<file path="config.mk">
export PLATFORM = sky130hd
export DESIGN_NAME = agc_adc_cal_ctrl
export DESIGN_NICKNAME = d
export VERILOG_FILES = /design/src/shared/agc_adc_cal_pkg.sv /design/src/hw/bb_osc_cal_seq.sv /design/src/hw/agc_adc_cal_ctrl.sv
export VERILOG_INCLUDE_DIRS = /design/src /design/src/shared
export SDC_FILE = /design/constraint.sdc
export NUM_CORES = 1
export LEC_CHECK = 0
export ABC_CLOCK_PERIOD_IN_PS = 3040
export BUFFER_PORTS_ARGS = -buffer_cell sky130_fd_sc_hd__buf_2
export CAP_MARGIN = 20
export CORE_MARGIN = 5
export CORE_UTILIZATION = 26
export DETAILED_ROUTE_END_ITERATION = 10
export GPL_TIMING_DRIVEN = 0
export PLACE_DENSITY = 0.41
export SYNTH_ARGS = -nofsm -noshare
export SYNTH_HDL_FRONTEND = slang
export SYNTH_SLANG_ARGS = --single-unit
</file>
<file path="constraint.sdc">
create_clock -name clk_sys -period 3.04 [get_ports clk_sys]
set_input_delay 0.152 -clock clk_sys [delete_from_list [all_inputs] [get_ports clk_sys]]
set_output_delay 0.152 -clock clk_sys [all_outputs]
set_load 0.05 [all_outputs]
</file>
<file path="src/shared/agc_adc_cal_regs.svh">
// Register offsets, field positions and reset values of the bank.
// Assumes a 10-bit byte address on the configuration memory port.
`ifndef AGC_ADC_CAL_REGS_SVH
`define AGC_ADC_CAL_REGS_SVH

`define OFS_BB_OSC_READBACK 10'h345
`define OFS_BB_OSC_OVERRIDE 10'h346
`define OFS_RC_OSC_HIGH 10'h34F
`define OFS_RC_OSC_LOW 10'h350
`define OFS_ADC_CFG_LOW 10'h359
`define OFS_ADC_CFG_HIGH 10'h35A
`define OFS_OOK_RATES 10'h35B
`define OFS_LOOP_CFG 10'h35C
`define OFS_LOOP_MODE 10'h35D

`define RST_BB_OSC_OVERRIDE 7'h00
`define RST_ADC_CFG_LOW 4'h0
`define RST_ADC_CFG_HIGH 7'h1F
`define RST_OOK_RATES 6'h11
`define RST_LOOP_CFG 8'h9C
`define RST_LOOP_MODE 7'h00

`define BIT_OVERRIDE_EN 0
`define BIT_REF_POWER 4
`define BIT_EXTRA_LOW 1
`define BIT_NO_MAX 0

`define GAIN_FRONT_MAX 2'h2
`define GAIN_FILTER_MAX 2'h2
`define GAIN_RESERVED 2'h3
`define FILTER_SHIFT 2

`endif

</file>
<file path="src/shared/agc_adc_cal_pkg.sv">
// Types shared by the gain-loop register bank and its calibration helper.
// Assumes the offsets header is included by the design files.
package agc_adc_cal_pkg;

  typedef struct packed {
    logic write;
    logic read;
    logic [9:0] addr;
    logic [7:0] wdata;
  } mem_req_t;

  typedef struct packed {
    logic extraLow;
    logic [1:0] front;
    logic mixer;
    logic [1:0] filter;
  } gain_t;

  typedef enum logic [1:0] {
    LOOP_FREE,
    LOOP_MANUAL,
    LOOP_HOLD,
    LOOP_LOCK
  } loop_op_t;

  typedef enum logic [1:0] {
    FILT_NONE,
    FILT_ON_READ,
    FILT_ON_TICK,
    FILT_ALL
  } filt_mode_t;

  typedef enum {
    LOCK_TRACK,
    LOCK_FROZEN
  } lock_state_t;

  typedef enum {
    CAL_IDLE,
    CAL_RUN,
    CAL_DONE
  } cal_state_t;

endpackage : agc_adc_cal_pkg

</file>
<file path="src/hw/bb_osc_cal_seq.sv">
// Baseband filter calibration sequencer and oscillator word override.
// Assumes the analog measurement returns a one-cycle valid with its word.
`include "agc_adc_cal_regs.svh"
module bb_osc_cal_seq
  import agc_adc_cal_pkg::*;
(
  input wire logic clk_sys,
  input wire logic rst_n,
  input wire logic calEnable,
  input wire logic measValid,
  input wire logic [5:0] measWord,
  input wire logic [6:0] overrideReg,
  output logic calRun,
  output logic calDone,
  output logic [5:0] calWord,
  output logic [5:0] activeWord
);
  cal_state_t state;

  always_ff @(posedge clk_sys or negedge rst_n) begin
    if (!rst_n) begin
      state <= CAL_IDLE;
    end else if (!calEnable) begin
      state <= CAL_IDLE;
    end else begin
      case (state)
        CAL_IDLE: state <= CAL_RUN;
        CAL_RUN: if (measValid) state <= CAL_DONE;
        CAL_DONE: state <= CAL_DONE;
        default: state <= CAL_IDLE;
      endcase
    end
  end

  always_ff @(posedge clk_sys or negedge rst_n) begin
    if (!rst_n) begin
      calWord <= 6'h00;
    end else if (state == CAL_RUN && measValid) begin
      calWord <= measWord;
    end
  end

  assign calRun = (state == CAL_RUN);
  assign calDone = (state == CAL_DONE);
  assign activeWord = overrideReg[`BIT_OVERRIDE_EN] ?
    overrideReg[6:1] : calWord;

endmodule : bb_osc_cal_seq

</file>
<file path="src/hw/agc_adc_cal_ctrl.sv">
// Gain loop, auxiliary ADC and calibration result register bank.
// Assumes the configuration memory port and all inputs share clk_sys.
`include "agc_adc_cal_regs.svh"

module agc_adc_cal_ctrl
  import agc_adc_cal_pkg::*;
(
  input wire logic clk_sys,
  input wire logic rst_n,
  input wire mem_req_t memReq,
  output logic [7:0] memRdata,
  input wire logic bbFilterCalEnable,
  output logic bbFilterCalDone,
  output logic bbFilterCalRun,
  input wire logic bbOscMeasValid,
  input wire logic [5:0] bbOscMeasWord,
  output logic [5:0] bbOscActiveWord,
  input wire logic rcOscCalValid,
  input wire logic [15:0] rcOscCalWord,
  output logic [1:0] auxAdcRefSelect,
  output logic [1:0] auxAdcChannelSelect,
  output logic auxAdcRefPower,
  input wire logic adcSampleValid,
  input wire logic [7:0] adcSample,
  output logic [7:0] loopSample,
  output logic [7:0] adcReadback,
  input wire logic ookMode,
  input wire logic ookTracking,
  input wire logic manchesterTick,
  input wire logic fskLoopTick,
  output logic loopTick,
  input wire logic gainRaise,
  input wire logic gainLower,
  input wire logic preambleFound,
  output gain_t gain
);

  logic [6:0] bbOscOverride;
  logic [15:0] rcOscResult;
  logic [3:0] adcCfgLow;
  logic [6:0] adcCfgHigh;
  logic [5:0] ookRates;
  logic [7:0] loopCfg;
  logic [6:0] loopMode;
  logic [5:0] bbOscCalWord;
  logic [7:0] filtAcc;
  logic [7:0] rateCount;
  logic [7:0] rateLimit;
  logic [2:0] rateExp;
  logic modeWrite;
  filt_mode_t filtMode;
  loop_op_t loopOp;
  lock_state_t lockState;
  gain_t next_gain;
  gain_t manualGain;

  // Match on the address of one register
  function automatic logic hit(input mem_req_t r, input logic [9:0] a);
    hit = (r.addr == a);
  endfunction : hit

  // Divider end count for an exponent: 2^(e+1) symbols minus one
  function automatic logic [7:0] expLimit(input logic [2:0] e);
    expLimit = 8'hFF >> (3'h7 - e);
  endfunction : expLimit

  // One step of the gain loop, lowest change order moves first
  function automatic gain_t stepGain(
    input gain_t g,
    input logic up,
    input logic [7:0] cfg
  );
    gain_t n;
    logic moved;
    gain_t top;
    n = g;
    moved = 1'b0;
    top = '{1'b0, `GAIN_FRONT_MAX, 1'b1, `GAIN_FILTER_MAX};
    if (up && g.extraLow) begin
      n.extraLow = 1'b0;
      moved = 1'b1;
    end
    for (int p = 0; p < 4; p++) begin
      if (!moved && cfg[7:6] == 2'(p)) begin
        if (up && g.front < `GAIN_FRONT_MAX) begin
          n.front = g.front + 2'h1;
          moved = 1'b1;
        end else if (!up && g.front != 2'h0) begin
          n.front = g.front - 2'h1;
          moved = 1'b1;
        end
      end
      if (!moved && cfg[5:4] == 2'(p)) begin
        if (up != g.mixer) begin
          n.mixer = up;
          moved = 1'b1;
        end
      end
      if (!moved && cfg[3:2] == 2'(p)) begin
        if (up && g.filter < `GAIN_FILTER_MAX) begin
          n.filter = g.filter + 2'h1;
          moved = 1'b1;
        end else if (!up && g.filter != 2'h0) begin
          n.filter = g.filter - 2'h1;
          moved = 1'b1;
        end
      end
    end
    if (!moved && !up && cfg[`BIT_EXTRA_LOW] && g.front == 2'h0) begin
      n.extraLow = 1'b1;
    end
    if (cfg[`BIT_NO_MAX] && n == top) begin
      n = g;
    end
    stepGain = n;
  endfunction : stepGain

  // Configuration registers written by software
  always_ff @(posedge clk_sys or negedge rst_n) begin
    if (!rst_n) begin
      bbOscOverride <= `RST_BB_OSC_OVERRIDE;
      adcCfgLow <= `RST_ADC_CFG_LOW;
      adcCfgHigh <= `RST_ADC_CFG_HIGH;
      ookRates <= `RST_OOK_RATES;
      loopCfg <= `RST_LOOP_CFG;
      loopMode <= `RST_LOOP_MODE;
    end else if (memReq.write) begin
      if (hit(memReq, `OFS_BB_OSC_OVERRIDE)) begin
        bbOscOverride <= memReq.wdata[6:0];
      end
      if (hit(memReq, `OFS_ADC_CFG_LOW)) begin
        adcCfgLow <= memReq.wdata[3:0];
      end
      if (hit(memReq, `OFS_ADC_CFG_HIGH)) begin
        adcCfgHigh <= memReq.wdata[6:0];
      end
      if (hit(memReq, `OFS_OOK_RATES)) begin
        ookRates <= memReq.wdata[5:0];
      end
      if (hit(memReq, `OFS_LOOP_CFG)) begin
        loopCfg <= memReq.wdata;
      end
      if (hit(memReq, `OFS_LOOP_MODE)) begin
        loopMode <= memReq.wdata[6:0];
      end
    end
  end

  assign modeWrite = memReq.write && hit(memReq, `OFS_LOOP_MODE);

  // Fine RC oscillator result captured from the calibration engine
  always_ff @(posedge clk_sys or negedge rst_n) begin
    if (!rst_n) begin
      rcOscResult <= 16'h0000;
    end else if (rcOscCalValid) begin
      rcOscResult <= rcOscCalWord;
    end
  end

  bb_osc_cal_seq calSeq (
    .clk_sys(clk_sys),
    .rst_n(rst_n),
    .calEnable(bbFilterCalEnable),
    .measValid(bbOscMeasValid),
    .measWord(bbOscMeasWord),
    .overrideReg(bbOscOverride),
    .calRun(bbFilterCalRun),
    .calDone(bbFilterCalDone),
    .calWord(bbOscCalWord),
    .activeWord(bbOscActiveWord)
  );

  // Analog control fields go straight to the ADC
  assign auxAdcRefSelect = adcCfgLow[1:0];
  assign auxAdcChannelSelect = adcCfgLow[3:2];
  assign auxAdcRefPower = adcCfgHigh[`BIT_REF_POWER];
  assign filtMode = filt_mode_t'(adcCfgHigh[6:5]);

  // Update tick: OOK divides the Manchester symbol rate
  assign rateExp = ookTracking ? ookRates[5:3] : ookRates[2:0];
  assign rateLimit = expLimit(rateExp);

  always_ff @(posedge clk_sys or negedge rst_n) begin
    if (!rst_n) begin
      rateCount <= 8'h00;
    end else if (!ookMode) begin
      rateCount <= 8'h00;
    end else if (manchesterTick) begin
      if (rateCount >= rateLimit) begin
        rateCount <= 8'h00;
      end else begin
        rateCount <= rateCount + 8'h01;
      end
    end
  end

  assign loopTick = ookMode ?
    (manchesterTick && rateCount >= rateLimit) : fskLoopTick;

  // First-order smoothing of the ADC samples
  always_ff @(posedge clk_sys or negedge rst_n) begin
    if (!rst_n) begin
      filtAcc <= 8'h00;
    end else if (adcSampleValid) begin
      filtAcc <= filtAcc + 8'(($signed({2'b00, adcSample}) -
        $signed({2'b00, filtAcc})) >>> `FILTER_SHIFT);
    end
  end

  // Sample fed to the gain loop
  always_ff @(posedge clk_sys or negedge rst_n) begin
    if (!rst_n) begin
      loopSample <= 8'h00;
    end else if (filtMode == FILT_ALL) begin
      loopSample <= filtAcc;
    end else if (adcSampleValid) begin
      loopSample <= adcSample;
    end
  end

  // Readback value and its refresh event
  always_ff @(posedge clk_sys or negedge rst_n) begin
    if (!rst_n) begin
      adcReadback <= 8'h00;
    end else begin
      case (filtMode)
        FILT_NONE: if (adcSampleValid) adcReadback <= adcSample;
        FILT_ON_READ: if (memReq.read) adcReadback <= filtAcc;
        FILT_ON_TICK: if (loopTick) adcReadback <= filtAcc;
        FILT_ALL: if (loopTick) adcReadback <= filtAcc;
        default: adcReadback <= adcReadback;
      endcase
    end
  end

  // Gain loop operation
  assign loopOp = loop_op_t'(loopMode[6:5]);

  always_ff @(posedge clk_sys or negedge rst_n) begin
    if (!rst_n) begin
      lockState <= LOCK_TRACK;
    end else if (modeWrite || loopOp != LOOP_LOCK) begin
      lockState <= LOCK_TRACK;
    end else begin
      case (lockState)
        LOCK_TRACK: if (preambleFound) lockState <= LOCK_FROZEN;
        LOCK_FROZEN: lockState <= LOCK_FROZEN;
        default: lockState <= LOCK_TRACK;
      endcase
    end
  end

  // Manual fields; a reserved code keeps the previous setting
  always_comb begin
    manualGain = gain;
    manualGain.extraLow = 1'b0;
    if (loopMode[4:3] != `GAIN_RESERVED) begin
      manualGain.front = loopMode[4:3];
    end
    manualGain.mixer = loopMode[2];
    if (loopMode[1:0] != `GAIN_RESERVED) begin
      manualGain.filter = loopMode[1:0];
    end
  end

  always_comb begin
    next_gain = gain;
    case (loopOp)
      LOOP_FREE: begin
        if (loopTick && gainRaise && !gainLower) begin
          next_gain = stepGain(gain, 1'b1, loopCfg);
        end else if (loopTick && gainLower) begin
          next_gain = stepGain(gain, 1'b0, loopCfg);
        end
      end
      LOOP_MANUAL: next_gain = manualGain;
      LOOP_HOLD: next_gain = gain;
      LOOP_LOCK: begin
        if (lockState == LOCK_TRACK && !preambleFound && loopTick) begin
          if (gainRaise && !gainLower) begin
            next_gain = stepGain(gain, 1'b1, loopCfg);
          end else if (gainLower) begin
            next_gain = stepGain(gain, 1'b0, loopCfg);
          end
        end
      end
      default: next_gain = gain;
    endcase
  end

  always_ff @(posedge clk_sys or negedge rst_n) begin
    if (!rst_n) begin
      gain <= '0;
    end else begin
      gain <= next_gain;
    end
  end

  // Registered read data; unmapped addresses and reserved bits read 0
  always_ff @(posedge clk_sys or negedge rst_n) begin
    if (!rst_n) begin
      memRdata <= 8'h00;
    end else if (memReq.read) begin
      case (memReq.addr)
        `OFS_BB_OSC_READBACK: memRdata <= {2'b00, bbOscCalWord};
        `OFS_BB_OSC_OVERRIDE: memRdata <= {1'b0, bbOscOverride};
        `OFS_RC_OSC_HIGH: memRdata <= rcOscResult[15:8];
        `OFS_RC_OSC_LOW: memRdata <= rcOscResult[7:0];
        `OFS_ADC_CFG_LOW: memRdata <= {4'h0, adcCfgLow};
        `OFS_ADC_CFG_HIGH: memRdata <= {1'b0, adcCfgHigh};
        `OFS_OOK_RATES: memRdata <= {2'b00, ookRates};
        `OFS_LOOP_CFG: memRdata <= loopCfg;
        `OFS_LOOP_MODE: memRdata <= {1'b0, loopMode};
        default: memRdata <= 8'h00;
      endcase
    end
  end

endmodule : agc_adc_cal_ctrl

</file>
==> impl_results.md <==
- Yosys top cell by area: dfrtp_1
- Most common cell in the synthesized netlist: dfrtp_1
- WL/cell: 18.3 um
- Top cells by count, synth: dfrtp_1, mux2_2, nand2_1
- Detailed Routing Iterations Pass 1: 4
- Leak Pwr: 3.59 nW
- Arr. time, crit path: 3180 ps
- Cell Rows: 58
- Synthesized flop and latch total: 110
- Final Cycle Share: 0.968
- Layout cells sized above 1: 0.328
- Post-Synthesis Cells: 638
- Measured slew at the worst slew-check pin: 1130 ps
- CTS buffer count: 9
- Fin. max-slew vios: 0
- GRT Overall Usage: 0.137
- Synth top area cells: dfrtp_1, mux2_2, ha_1, dfstp_2, mux2i_1
- CTS tree: done
- Fin nets: 857
- CTS clk-pin slew, worst paths: 80 ps
- Async S/R FF share, synth: 1.00
- Pin count of the biggest net entering global routing: 97
- Syn Area/Cell: 10.3 sq um
- DP Area: 7550 sq um
- CTS Root Cell: clkbuf_16
- PD cells: 760 nW/um^2
- Clock Latency Late Sink: 360 ps
- Post-route cell area: 8020 sq um
- DPL Wire Length: 15,500 um
- Drc violations: 0
- Synth cell types: 68
- CP Capture Type: flip-flop
- Congestion Overflow GR: 0
- Antenna-violating nets left: 0
- Max Fclk: 340 MHz
- Die Ht: 169 um
- Vias per inst: 4.97
- Number of global-route vias before repair: 5,612
- YS warnings: 0
- Setup ws final: 96.9 ps
- PortBufs: 100
- Die W: 169 um
- Hold Violations, Final: 0
- Max FO, Critical Path: 3
- HP Class: in2reg
- Max-cap viol count: 0
- Setup TNS: 0 ps
- # setup viols final: 0
- Synthesized net count: 735
- Slew headroom: 0.243
- Critical Path RT: 3280 ps
- Run status: complete, no violations
- Initial antenna violation count: 1
- WL final: 20,100 um
- Bufs on Longest Clock Path: 2
- Global placement routability congestion: 0.843
- Area grow syn2layout: 21.6%
- Sequential area share after synthesis: 0.419
- Pre-CTS setup slack: -395 ps
- Hold_ws: 21.5 ps
- Initial Utilization: 0.263
- Maximum vdd ir drop: 0.412 mV
- H-tree depth: 3
- EDFF count, synth: 0
- IO Count: 107
- Die Area: 28,700 sq um
- First-pass GRT wire length: 31,300 um
- Area taken by flip-flops and latches: 2770 sq um
- Fillers: 2,645
- CP Class: reg2reg
- Core Box Area: 25,100 sq um
- Initial drt markers: 339
- Setup Skew: 14.5 ps
- CTS sink count: 110
- Area occupied by multi-input gates: 3680 sq um
- Via count: 5,447
- Unrepaired setup endpoints after global routing: yes
- Post-synth top flop: dfrtp_1
- Crit path launch type: flip-flop
- Min Tclk post-route: 2940 ps
- Post-synth top area share: 0.376
- Cell Area, Synth: 6600 sq um
-- metal layers --
layer	share of wire	GRT usage	wire, um	vias to the layer above
met5	0	0	0	-
met4	0.022	0.0543	448	0
met3	0.037	0.0186	751	26
met2	0.49	0.227	9810	119
met1	0.45	0.183	9050	2709
li1	-	-	-	2593
-- area by class of cell --
| cell class | instances | share of cell area |
|---|---|---|
| diodes | 1 | 0.000312 |
| plain buffers | 26 | 0.0164 |
| clock buffers | 11 | 0.0303 |
| clock inverters | 5 | 0.00905 |
| inverters | 23 | 0.0108 |
| multi-input cells | 479 | 0.459 |
| flip-flops and latches | 110 | 0.345 |
| well taps | 330 | 0.0515 |
| repair buffers | 111 | 0.0779 |
-- logic make-up (layout without fill, tap and decap cells) --
| logic type | count (synthesis) | in the layout | synth area share |
|---|---|---|---|
| adders and majority gates | 34 | 34 | 0.0656 |
| AOI/OAI and AO/OA | 149 | 149 | 0.159 |
| muxes | 103 | 103 | 0.171 |
| DFF | 110 | 110 | 0.419 |
| and+or+nand+nor | 182 | 182 | 0.138 |
| buffers and inverters | 49 | 176 | 0.0328 |
| xor gates and xnor gates | 11 | 11 | 0.0146 |
| other | 0 | 1 | 0 |
-- through the flow --
step           utilization  instances  power, mW
2_1_floorplan            -        638       4.00
3_3_place_gp         0.299       1068       4.61
5_1_grt              0.319       1096       6.51
6_report             0.319       1096       6.10
3_5_place_dp         0.301       1070       4.68
4_1_cts              0.316       1087       6.10
-- where the power goes --
group	internal, mW	switching, mW	leakage, nW
Sequential	1.68	0.236	1.36
Combinational	1.21	1.69	2.07
Clock	0.685	0.604	0.156
-- worst max-delay path, cell delays in order (launching register included) --
cell	delay (ps)
dfrtp_2	410
inv_1	70
ha_1	220
a21o_1	200
a21oi_4	200
nor2b_1	80
nor2_1	110
xnor2_1	130
ha_1	290
a21oi_2	200
nor2b_1	70
o21a_1	200
o41ai_2	250
xnor2_1	160
nand2_1	80
xnor2_1	160
-- final timing paths --
path                       cells past startpoint             start           endpoint  slack [ps]
max                                           15        filtAcc[1]         filtAcc[7]         100
min                                            2  bbOscMeasWord[5]  calSeq.calWord[5]          20
max reg2reg                                   15        filtAcc[1]         filtAcc[7]         100
min reg2reg                                    2    adcReadback[1]     adcReadback[1]         490
max in group asynchronous                      3             rst_n         loopCfg[7]        2110
min in group asynchronous                      2             rst_n      loopSample[4]         180
-- cell usage in the layout, fill, tap and decap left out, drive strengths merged, types with 19 or more instances in the layout --
cell type / count
mux2: 75
nand2: 61
ha: 33
mux2i: 28
buf: 123
nor2: 41
inv: 27
dfrtp: 99
o21ai: 56
a21oi: 19
clkbuf: 24
-- sequential cells by signal (all words and copies together), names as in the netlist --
signal and flops:
calSeq.calWord 6, adcCfgLow 4, rateCount 8, filtAcc 8, rcOscResult 16, lockState 1
loopSample 8, ookRates 6, loopCfg 8, loopMode 7, memRdata 8, adcReadback 8
gain 6, adcCfgHigh 7, bbOscOverride 7, calSeq.state 2
-- repair_timing --
item / CTS / global route
buffers inserted: 0 / 8
hold buffers: 1 / 0
pin swaps: 0 / 5
resized for setup: 12 / 6
hold endpoints to repair: 48 / 0
setup endpoints to repair: 17 / 14
(Power assumes the default switching activity.)
